$ cat config.mk
export PLATFORM = sky130hd
export DESIGN_NAME = rpg_status_bank
export DESIGN_NICKNAME = d
export VERILOG_FILES = /design/src/inc/rpg_pkg.sv /design/src/hdl/rpg_w1c_flag.sv /design/src/hdl/rpg_status_bank.sv
export SDC_FILE = /design/constraint.sdc
export NUM_CORES = 1
export LEC_CHECK = 0
export BUFFER_PORTS_ARGS = -buffer_cell sky130_fd_sc_hd__buf_2
export CORE_MARGIN = 5
export CORE_UTILIZATION = 55
export CTS_BUF_LIST = sky130_fd_sc_hd__clkbuf_4 sky130_fd_sc_hd__clkbuf_8
export DETAILED_ROUTE_END_ITERATION = 10
export GPL_TIMING_DRIVEN = 0
export PLACE_DENSITY = 0.82
export SLEW_MARGIN = 20
export SYNTH_ARGS = -nofsm -noshare
export SYNTH_HDL_FRONTEND = slang
export SYNTH_SLANG_ARGS = --single-unit
$ cat constraint.sdc
create_clock -name ref_clk -period 1.5 [get_ports ref_clk]
set_input_delay 0.225 -clock ref_clk [delete_from_list [all_inputs] [get_ports ref_clk]]
set_output_delay 0.225 -clock ref_clk [all_outputs]
set_load 0.01 [all_outputs]
$ cat src/inc/rpg_pkg.sv
// package: register map, field layout and widths of the rail status bank
package rpg_pkg;
    localparam int RPG_AW = 8; // register address width
    localparam int RPG_DW = 8; // register data width
    localparam logic [7:0] RPG_OFS_PG_B = 8'hB1; // power_good_status_b
    localparam logic [7:0] RPG_OFS_FLT_A = 8'hB2; // rail_fault_status_a
    localparam logic [7:0] RPG_OFS_FLT_B = 8'hB3; // rail_fault_status_b
    localparam logic [7:0] RPG_RST_VAL = 8'h00; // reset value of all three registers
    localparam int RPG_PG_B_BITS = 6; // live bits of power_good_status_b
    localparam int RPG_FLT_A_BITS = 8; // live bits of rail_fault_status_a
    localparam int RPG_FLT_B_BITS = 5; // live bits of rail_fault_status_b
    // power_good_status_b / rail_fault_status_b bit positions
    localparam int RPG_BIT_FIXED_5V = 5;
    localparam int RPG_BIT_AUX_ONE = 4;
    localparam int RPG_BIT_TERM = 3;
    localparam int RPG_BIT_SW_B_TWO = 2;
    localparam int RPG_BIT_SW_B_ONE = 1;
    localparam int RPG_BIT_AUX_THREE = 0;
    // rail_fault_status_a bit positions
    localparam int RPG_BIT_AUX_TWO = 7;
    localparam int RPG_BIT_SW_A_ONE = 6;
    localparam int RPG_BIT_STEPDOWN_LO = 0; // stepdown one .. six at bits 0..5
endpackage

$ cat src/hdl/rpg_w1c_flag.sv
// one sticky fault flag: set by a loss-of-regulation pulse, cleared by write-one
`timescale 1ns/1ps
module rpg_w1c_flag (
    input wire logic ref_clk,
    input wire logic rst_n,
    input wire logic set_i, // fault event, same clock domain
    input wire logic clr_i, // write-one strobe for this bit
    output logic flag_o
);
    typedef struct packed {
        logic flag; // sticky flag
    } rpg_flag_t;
    rpg_flag_t st_r;
    rpg_flag_t st_nxt;

    // set beats clear so a fault in the clearing cycle is never lost
    always_comb begin
        st_nxt = st_r;
        if (set_i) begin
            st_nxt.flag = 1'b1;
        end else if (clr_i) begin
            st_nxt.flag = 1'b0;
        end
    end

    // synchronous active-low reset
    always_ff @(posedge ref_clk) begin
        if (!rst_n) begin
            st_r <= '0;
        end else begin
            st_r <= st_nxt;
        end
    end

    assign flag_o = st_r.flag;

    // a fault always lands, even against a clear in the same cycle
    a_set_wins: assert property (@(posedge ref_clk) disable iff (!rst_n)
        set_i |=> flag_o) else $error("flag not set after fault");
    a_hold_sticky: assert property (@(posedge ref_clk) disable iff (!rst_n)
        (flag_o && !clr_i) |=> flag_o) else $error("flag dropped without clear");
endmodule

$ cat src/hdl/rpg_status_bank.sv
// rail power-good and sticky fault status register bank
`timescale 1ns/1ps
// What this block does
// - power-good bits mirror rail range, reset 0
// - second power-good register bit mapping 5..0
// - power-good register at B1h, resets zero
// - fault flags set on loss, host W1C
// - first fault register bit mapping 7..0
// - second fault register bits 4..0, 7-5 zero
// - fault registers at B2h, B3h, reset zero
module rpg_status_bank
    import rpg_pkg::*;
(
    input wire logic ref_clk, // 25 MHz device clock
    input wire logic rst_n, // synchronous reset, active low
    input wire logic fixed_5v_in_range, // rail range levels from analog comparators
    input wire logic aux_one_in_range,
    input wire logic termination_in_range,
    input wire logic switch_b_two_in_range,
    input wire logic switch_b_one_in_range,
    input wire logic aux_three_in_range,
    input wire logic [RPG_FLT_A_BITS-1:0] fault_a_in, // loss levels, bank a order
    input wire logic [RPG_FLT_B_BITS-1:0] fault_b_in, // loss levels, bank b order
    input wire logic reg_wr, // register write strobe from serial interface
    input wire logic reg_rd, // register read strobe
    input wire logic [RPG_AW-1:0] reg_addr, // register offset
    input wire logic [RPG_DW-1:0] reg_wdata, // write data
    output logic [RPG_DW-1:0] reg_rdata, // read data, one cycle after reg_rd
    output logic reg_rvalid // read data valid pulse
);
    // bank a flags sit in the low bits, bank b flags right above them
    localparam int NLIVE = RPG_FLT_A_BITS + RPG_FLT_B_BITS; // all fault flags

    // all state of this module
    typedef struct packed {
        logic [RPG_PG_B_BITS-1:0] pg_s1; // synchroniser first stage
        logic [RPG_PG_B_BITS-1:0] pg_s2; // synchronised, also register value
        logic [NLIVE-1:0] flt_s1; // fault synchroniser first stage
        logic [NLIVE-1:0] flt_s2; // fault synchroniser second stage
        logic [NLIVE-1:0] flt_d; // previous level for edge detect
        logic [RPG_DW-1:0] rdata; // read data
        logic rvalid; // read data valid
    } rpg_state_t;
    rpg_state_t st_r;
    rpg_state_t st_nxt;

    logic [RPG_PG_B_BITS-1:0] pg_raw; // raw range levels in register order
    logic [NLIVE-1:0] flt_rise; // a rail just lost regulation
    logic [NLIVE-1:0] flt_clr; // write-one clears, per flag
    logic [NLIVE-1:0] flt_q; // sticky flags, bank a low then bank b
    logic wr_a; // write to first fault register
    logic wr_b; // write to second fault register

    // range levels placed at their register bit positions
    always_comb begin
        pg_raw = '0;
        pg_raw[RPG_BIT_FIXED_5V] = fixed_5v_in_range;
        pg_raw[RPG_BIT_AUX_ONE] = aux_one_in_range;
        pg_raw[RPG_BIT_TERM] = termination_in_range;
        pg_raw[RPG_BIT_SW_B_TWO] = switch_b_two_in_range;
        pg_raw[RPG_BIT_SW_B_ONE] = switch_b_one_in_range;
        pg_raw[RPG_BIT_AUX_THREE] = aux_three_in_range;
    end

    // only the two fault offsets take writes; writes to B1h fall through unused
    assign wr_a = reg_wr && (reg_addr == RPG_OFS_FLT_A);
    assign wr_b = reg_wr && (reg_addr == RPG_OFS_FLT_B);
    // only live bits can clear; reserved write bits are dropped
    assign flt_clr = {reg_wdata[RPG_FLT_B_BITS-1:0] & {RPG_FLT_B_BITS{wr_b}},
                      reg_wdata[RPG_FLT_A_BITS-1:0] & {RPG_FLT_A_BITS{wr_a}}};
    // a fault is the edge into loss, so a steady loss re-flags only after recovery
    assign flt_rise = st_r.flt_s2 & ~st_r.flt_d;

    // one sticky flag per rail
    genvar gi;
    generate
        for (gi = 0; gi < NLIVE; gi++) begin : g_flag
            rpg_w1c_flag u_flag (
                .ref_clk(ref_clk),
                .rst_n(rst_n),
                .set_i(flt_rise[gi]),
                .clr_i(flt_clr[gi]),
                .flag_o(flt_q[gi])
            );
        end
    endgenerate

    // next state: synchronisers, edge history, read mux
    always_comb begin
        st_nxt = st_r;
        st_nxt.pg_s1 = pg_raw;
        st_nxt.pg_s2 = st_r.pg_s1;
        // loss levels come from the analog side, so they get two flops too
        st_nxt.flt_s1 = {fault_b_in, fault_a_in};
        st_nxt.flt_s2 = st_r.flt_s1;
        st_nxt.flt_d = st_r.flt_s2;
        st_nxt.rvalid = reg_rd;
        st_nxt.rdata = '0;
        // status is taken as it stands at the strobe edge; a read has no side effect
        if (reg_rd) begin
            unique case (reg_addr)
                RPG_OFS_PG_B: begin
                    st_nxt.rdata = {{(RPG_DW-RPG_PG_B_BITS){1'b0}}, st_r.pg_s2};
                end
                RPG_OFS_FLT_A: begin
                    st_nxt.rdata = flt_q[RPG_FLT_A_BITS-1:0];
                end
                RPG_OFS_FLT_B: begin
                    st_nxt.rdata = {{(RPG_DW-RPG_FLT_B_BITS){1'b0}}, flt_q[NLIVE-1:RPG_FLT_A_BITS]};
                end
                default: begin
                    st_nxt.rdata = RPG_RST_VAL; // unmapped offsets read zero
                end
            endcase
        end
    end

    // synchronous reset clears every status bit
    always_ff @(posedge ref_clk) begin
        if (!rst_n) begin
            st_r <= '0;
        end else begin
            st_r <= st_nxt;
        end
    end

    // outputs come straight from the state register, never from the read mux
    assign reg_rdata = st_r.rdata;
    assign reg_rvalid = st_r.rvalid;

    // power-good readback is the synchronised status of the strobe edge
    a_pg_tracks: assert property (@(posedge ref_clk) disable iff (!rst_n)
        reg_rd && reg_addr == RPG_OFS_PG_B |=> reg_rdata[RPG_PG_B_BITS-1:0] == $past(st_r.pg_s2))
        else $error("power-good readback wrong");

    // pins two edges back, in register order, give the status
    // skipped until two edges out of reset, while the flops still hold zero
    a_pg_map: assert property (@(posedge ref_clk) disable iff (!rst_n)
        $past(rst_n) && $past(rst_n, 2) |-> st_r.pg_s2 == $past({fixed_5v_in_range, aux_one_in_range,
        termination_in_range, switch_b_two_in_range, switch_b_one_in_range, aux_three_in_range}, 2))
        else $error("power-good map wrong");

    // reserved top bits of the power-good register read zero
    a_pg_rsv: assert property (@(posedge ref_clk) disable iff (!rst_n)
        $past(reg_rd) && $past(reg_addr) == RPG_OFS_PG_B |-> reg_rdata[7:6] == 2'b00)
        else $error("power-good reserved nonzero");

    // a detected edge on flag 0 always lands in that flag
    a_flt_rise: assert property (@(posedge ref_clk) disable iff (!rst_n)
        flt_rise[0] |=> flt_q[0])
        else $error("fault not captured");

    // a pin going into loss is flagged three edges later, whatever the host writes
    a_loss_a_map: assert property (@(posedge ref_clk) disable iff (!rst_n)
        $rose(fault_a_in[RPG_BIT_AUX_TWO]) |-> ##3 flt_q[RPG_BIT_AUX_TWO])
        else $error("aux two fault not flagged");

    // same for bank b, whose flags sit above bank a
    a_loss_b_map: assert property (@(posedge ref_clk) disable iff (!rst_n)
        $rose(fault_b_in[RPG_BIT_SW_B_TWO]) |-> ##3 flt_q[RPG_FLT_A_BITS+RPG_BIT_SW_B_TWO])
        else $error("switch b two fault not flagged");

    // a flag only rises when its pin was in loss three edges before
    a_flag_cause: assert property (@(posedge ref_clk) disable iff (!rst_n)
        $rose(flt_q[RPG_BIT_AUX_TWO]) |-> $past(fault_a_in[RPG_BIT_AUX_TWO], 3))
        else $error("flag set without a fault");

    // first fault register reads back the flags of the strobe edge
    a_flt_a_read: assert property (@(posedge ref_clk) disable iff (!rst_n)
        reg_rd && reg_addr == RPG_OFS_FLT_A |=> reg_rdata == $past(flt_q[7:0]))
        else $error("fault a readback wrong");

    // second fault register reads back the bank b flags in its low bits
    a_flt_b_read: assert property (@(posedge ref_clk) disable iff (!rst_n)
        reg_rd && reg_addr == RPG_OFS_FLT_B
        |=> reg_rdata[RPG_FLT_B_BITS-1:0] == $past(flt_q[NLIVE-1:RPG_FLT_A_BITS]))
        else $error("fault b readback wrong");

    // reserved top bits of the second fault register read zero
    a_flt_b_rsv: assert property (@(posedge ref_clk) disable iff (!rst_n)
        reg_rd && reg_addr == RPG_OFS_FLT_B |=> reg_rdata[7:5] == 3'b000)
        else $error("fault b reserved nonzero");

    // write-one at B3h clears a flag when no new fault meets it
    a_clr_works: assert property (@(posedge ref_clk) disable iff (!rst_n)
        wr_b && reg_wdata[0] && !flt_rise[RPG_FLT_A_BITS] |=> !flt_q[RPG_FLT_A_BITS])
        else $error("write one did not clear");

    // no set flag of bank a drops where the write carried a zero
    a_zero_keeps: assert property (@(posedge ref_clk) disable iff (!rst_n)
        wr_a |=> ($past(flt_q[RPG_FLT_A_BITS-1:0]) & ~$past(reg_wdata)
        & ~flt_q[RPG_FLT_A_BITS-1:0]) == '0)
        else $error("write zero cleared");

    // offsets outside the bank read as zero
    a_unmapped_zero: assert property (@(posedge ref_clk) disable iff (!rst_n)
        reg_rd && reg_addr != RPG_OFS_PG_B && reg_addr != RPG_OFS_FLT_A && reg_addr != RPG_OFS_FLT_B
        |=> reg_rdata == RPG_RST_VAL)
        else $error("unmapped read nonzero");

    // every read strobe is answered by a valid pulse one edge on
    a_read_valid: assert property (@(posedge ref_clk) disable iff (!rst_n)
        reg_rd |=> reg_rvalid)
        else $error("read not answered");

    // without a strobe the read port stays quiet
    a_idle_quiet: assert property (@(posedge ref_clk) disable iff (!rst_n)
        !reg_rd |=> !reg_rvalid && reg_rdata == RPG_RST_VAL)
        else $error("read port not idle");

    // reset clears the read port and every flag, no matter what the pins do
    a_rst_zero: assert property (@(posedge ref_clk)
        !rst_n |=> reg_rdata == RPG_RST_VAL && flt_q == '0)
        else $error("reset not zero");

    // main scenarios the bench is meant to reach
    c_read_pg: cover property (@(posedge ref_clk) reg_rd && reg_addr == RPG_OFS_PG_B);
    c_fault_set: cover property (@(posedge ref_clk) |flt_rise);
    c_clear: cover property (@(posedge ref_clk) wr_a && |(flt_q[7:0] & reg_wdata));
    c_race: cover property (@(posedge ref_clk) |(flt_rise & flt_clr));
    c_rsv_write: cover property (@(posedge ref_clk) wr_b && |reg_wdata[RPG_DW-1:RPG_FLT_B_BITS]);
endmodule

==> metrics.md <==
| Metric | Value |
|---|---|
| Non-filler cells, final | 344 |
| Vias in the first global route | 1629 |
| Clock Skew | 0.00886 ns |
| RSZ-0062 raised after global routing | no |
| Diode count | 0 |
| PostCTS Resize Cnt | 0 |
| Most frequent cells in the layout | 73 x dfxtp_1, 52 x and2_1, 47 x buf_2 |
| Pre-antenna DRT Iters | 4 |
| Top post-synthesis cells by area | dfxtp_1 60%, and2_1 13%, nor2b_1 4.1% |
| First-pass GRT wire length | 6920 um |
| Top sig layer | met4 |
| GR Overflow Total | 0 |
| Post-synth top area cell | dfxtp_1 |
| Reg2reg start | g_flag[8].u_flag.flag_o$_SDFFE_PN0P_ |
| Yosys warns | 0 |
| Post-layout instance area | 2910 um2 |
| Routed wire length | 3990 um |
| Status | finished, final reports clean |
| Clock Tree Buf Depth | 2 |
| Tcrit/Tclk final | 74.1% |
| Fillers | 341 |
| Top Ports | 48 |
| Root buf cell | clkbuf_8 |
| Setup crit start | reg_addr[2] |
| Post-synthesis cell count | 231 |
| Placed cells | 328 |
| Largest net degree at the start of global routing | 14 |
| Drt drc | 0 |
| Slew @ Worst Pin | 0.709 ns |
| IO Port Bufs | 45 |
| Detailed-placement wirelength estimate | 2900 um |
| Die X | 76.5 um |
| # clock sinks | 73 |
| Setup-failing EPs final | 0 |
| Core Util, Final | 67.4% |
| Wire length on met3 | 220 um |
| Initial Utilization | 56.3% |
| Final hold viol count | 0 |
| Post-CTS Setup Bufs | 0 |
| DP Area | 2720 um2 |
| CTS tree | done |
| Routed Antenna Nets | 0 |
| Setup TNS | 0 ns |
| Sequential share of the synthesized area | 60.1% |
| Critical Path End Type | flip-flop |
| Gp weighted congestion | 0.816 |
| WS Path Type | in -> reg |
| CP required | 1.70 ns |
| Share of cells above drive strength 1 | 28.4% |
| Routed vias/inst | 4.71 |
| Most common cell after layout, fill and taps aside | dfxtp_1 |
| Hold WS | 0.0889 ns |
| Antenna violations before repair | 0 |
| Min Tclk post-route | 1.11 ns |
| Die area | 5850 um2 |
| CP Max Fanout | 5 |
| Core area | 4320 um2 |
| Nets | 326 |
| Crit start category | input pin |
| #FFs+latches synth | 73 |
| Post-Syn Area | 2430 um2 |
| Hold_buf cts | 0 |
| Synthesized Nets | 270 |
| Clock buffer count from CTS | 9 |
| Post-synth top area share | 60.1% |
| Synth cell types | 25 |
| GRT Util Overall | 14.9% |
| Area Growth Syn to Fin | 19.8% |
| Iter 0 DRT Violations | 53 |
| Max Clock Freq | 0.900 GHz |
| Routed met1 length | 1740 um |
| PwrDens | 1250 nW/um2 |
| Clk Latency, worst-skew pair | 0.34 ns |
| Post-DR wirelength/cell | 11.6 um |
| Die Y | 76.5 um |
| H-tree Lvls | 3 |
| Hold_sp | aux_three_in_range |
| Relative slew slack | 52.4% |
| Row count | 24 |
| Crit path DAT | 1.31 ns |
| Routed wl met2 | 1940 um |
| Clock Pin Slew Worst Setup and Hold Paths | 0.08 ns |
| Lkg Pwr | 0.00130 uW |
| Final Slew Violations | 0 |
| VDD IR-drop max | 0.753 mV |
| Via Count | 1619 |
| Mean Syn Cell Area | 10.5 um2 |
| Max cap viols | 0 |
| Hold Path Class | in -> reg |
## state kept, by name (all words and copies together), names as in the netlist
register              flops
st_r                     19
st_nxt                   32
reg_rdata                 8
reg_rvalid                1
g_flag.u_flag.flag_o     13
## worst max-delay path, cell delays in order
cell	delay [ns]
buf_2	0.10
nand4bb_4	0.23
nor3_1	0.62
a21oi_1	0.13
## through the flow
step / total power, uW / setup WS [ns]
after detailed placement: 2290 / 0.0692
final: 3650 / 0.388
after CTS: 3680 / 0.375
after global placement: 2280 / 0.121
after global routing: 3800 / 0.317
after floorplan: 2200 / 0.429
## area by class of cell
cell class	instances	area (um2)	area share (%)
Sequential cell	73	1460	50.2
Buffer	19	120	4.12
Clock inverter	5	38.8	1.33
Inverter	1	3.75	0.129
Timing Repair Buffer	45	225	7.73
Tap cell	52	65.1	2.23
Multi-Input combinational cell	138	847	29.1
Clock buffer	11	151	5.20
## logic make-up after synthesis
kind of cell    synth area share (%)
mux                             2.31
simple gates                    25.1
flops                           60.1
compound gates                  7.41
buf+inv                         5.09
## power breakdown
group	switching [uW]	total, uW	internal (uW)
combinational	90.4	202	111
sequential	25.0	2040	2010
clock	718	1410	695
total	833	3650	2820
## path summary, 6_finish.rpt
path                                                              end  slack [ns]  cells after the start
worst max register to register                reg_rdata[0]$_SDFF_PN0_        0.59                      3
worst min-delay path                            st_nxt[48]$_SDFF_PN0_        0.09                      2
worst min register to register                    st_r[50]$_SDFF_PN0_        0.43                      1
worst max-delay path            g_flag[12].u_flag.flag_o$_SDFFE_PN0P_        0.39                      4
## synthesized netlist by cell type
cell type,instances
buf_2,2
and4bb_4,1
nor2b_4,1
a21oi_1,10
dfxtp_1,73
or3_1,1
a21oi_2,1
nand4bb_4,1
nor2_1,16
nand3b_1,1
nor3_1,1
mux2_2,5
buf_4,8
inv_1,1
nand2b_1,1
nand2_1,8
clkbuf_1,6
and2_1,52
o21ai_0,13
clkbuf_2,1
a22oi_1,5
buf_6,2
and3_1,2
nor2b_1,16
a31oi_1,3
## routing by layer
metal	global-route usage [%]	up-vias
met3	4.49	9
met1	16.8	724
li1	-	848
met5	0	-
met4	10.1	0
met2	24.1	38
No activity file was read; power rests on OpenSTA's default activity.
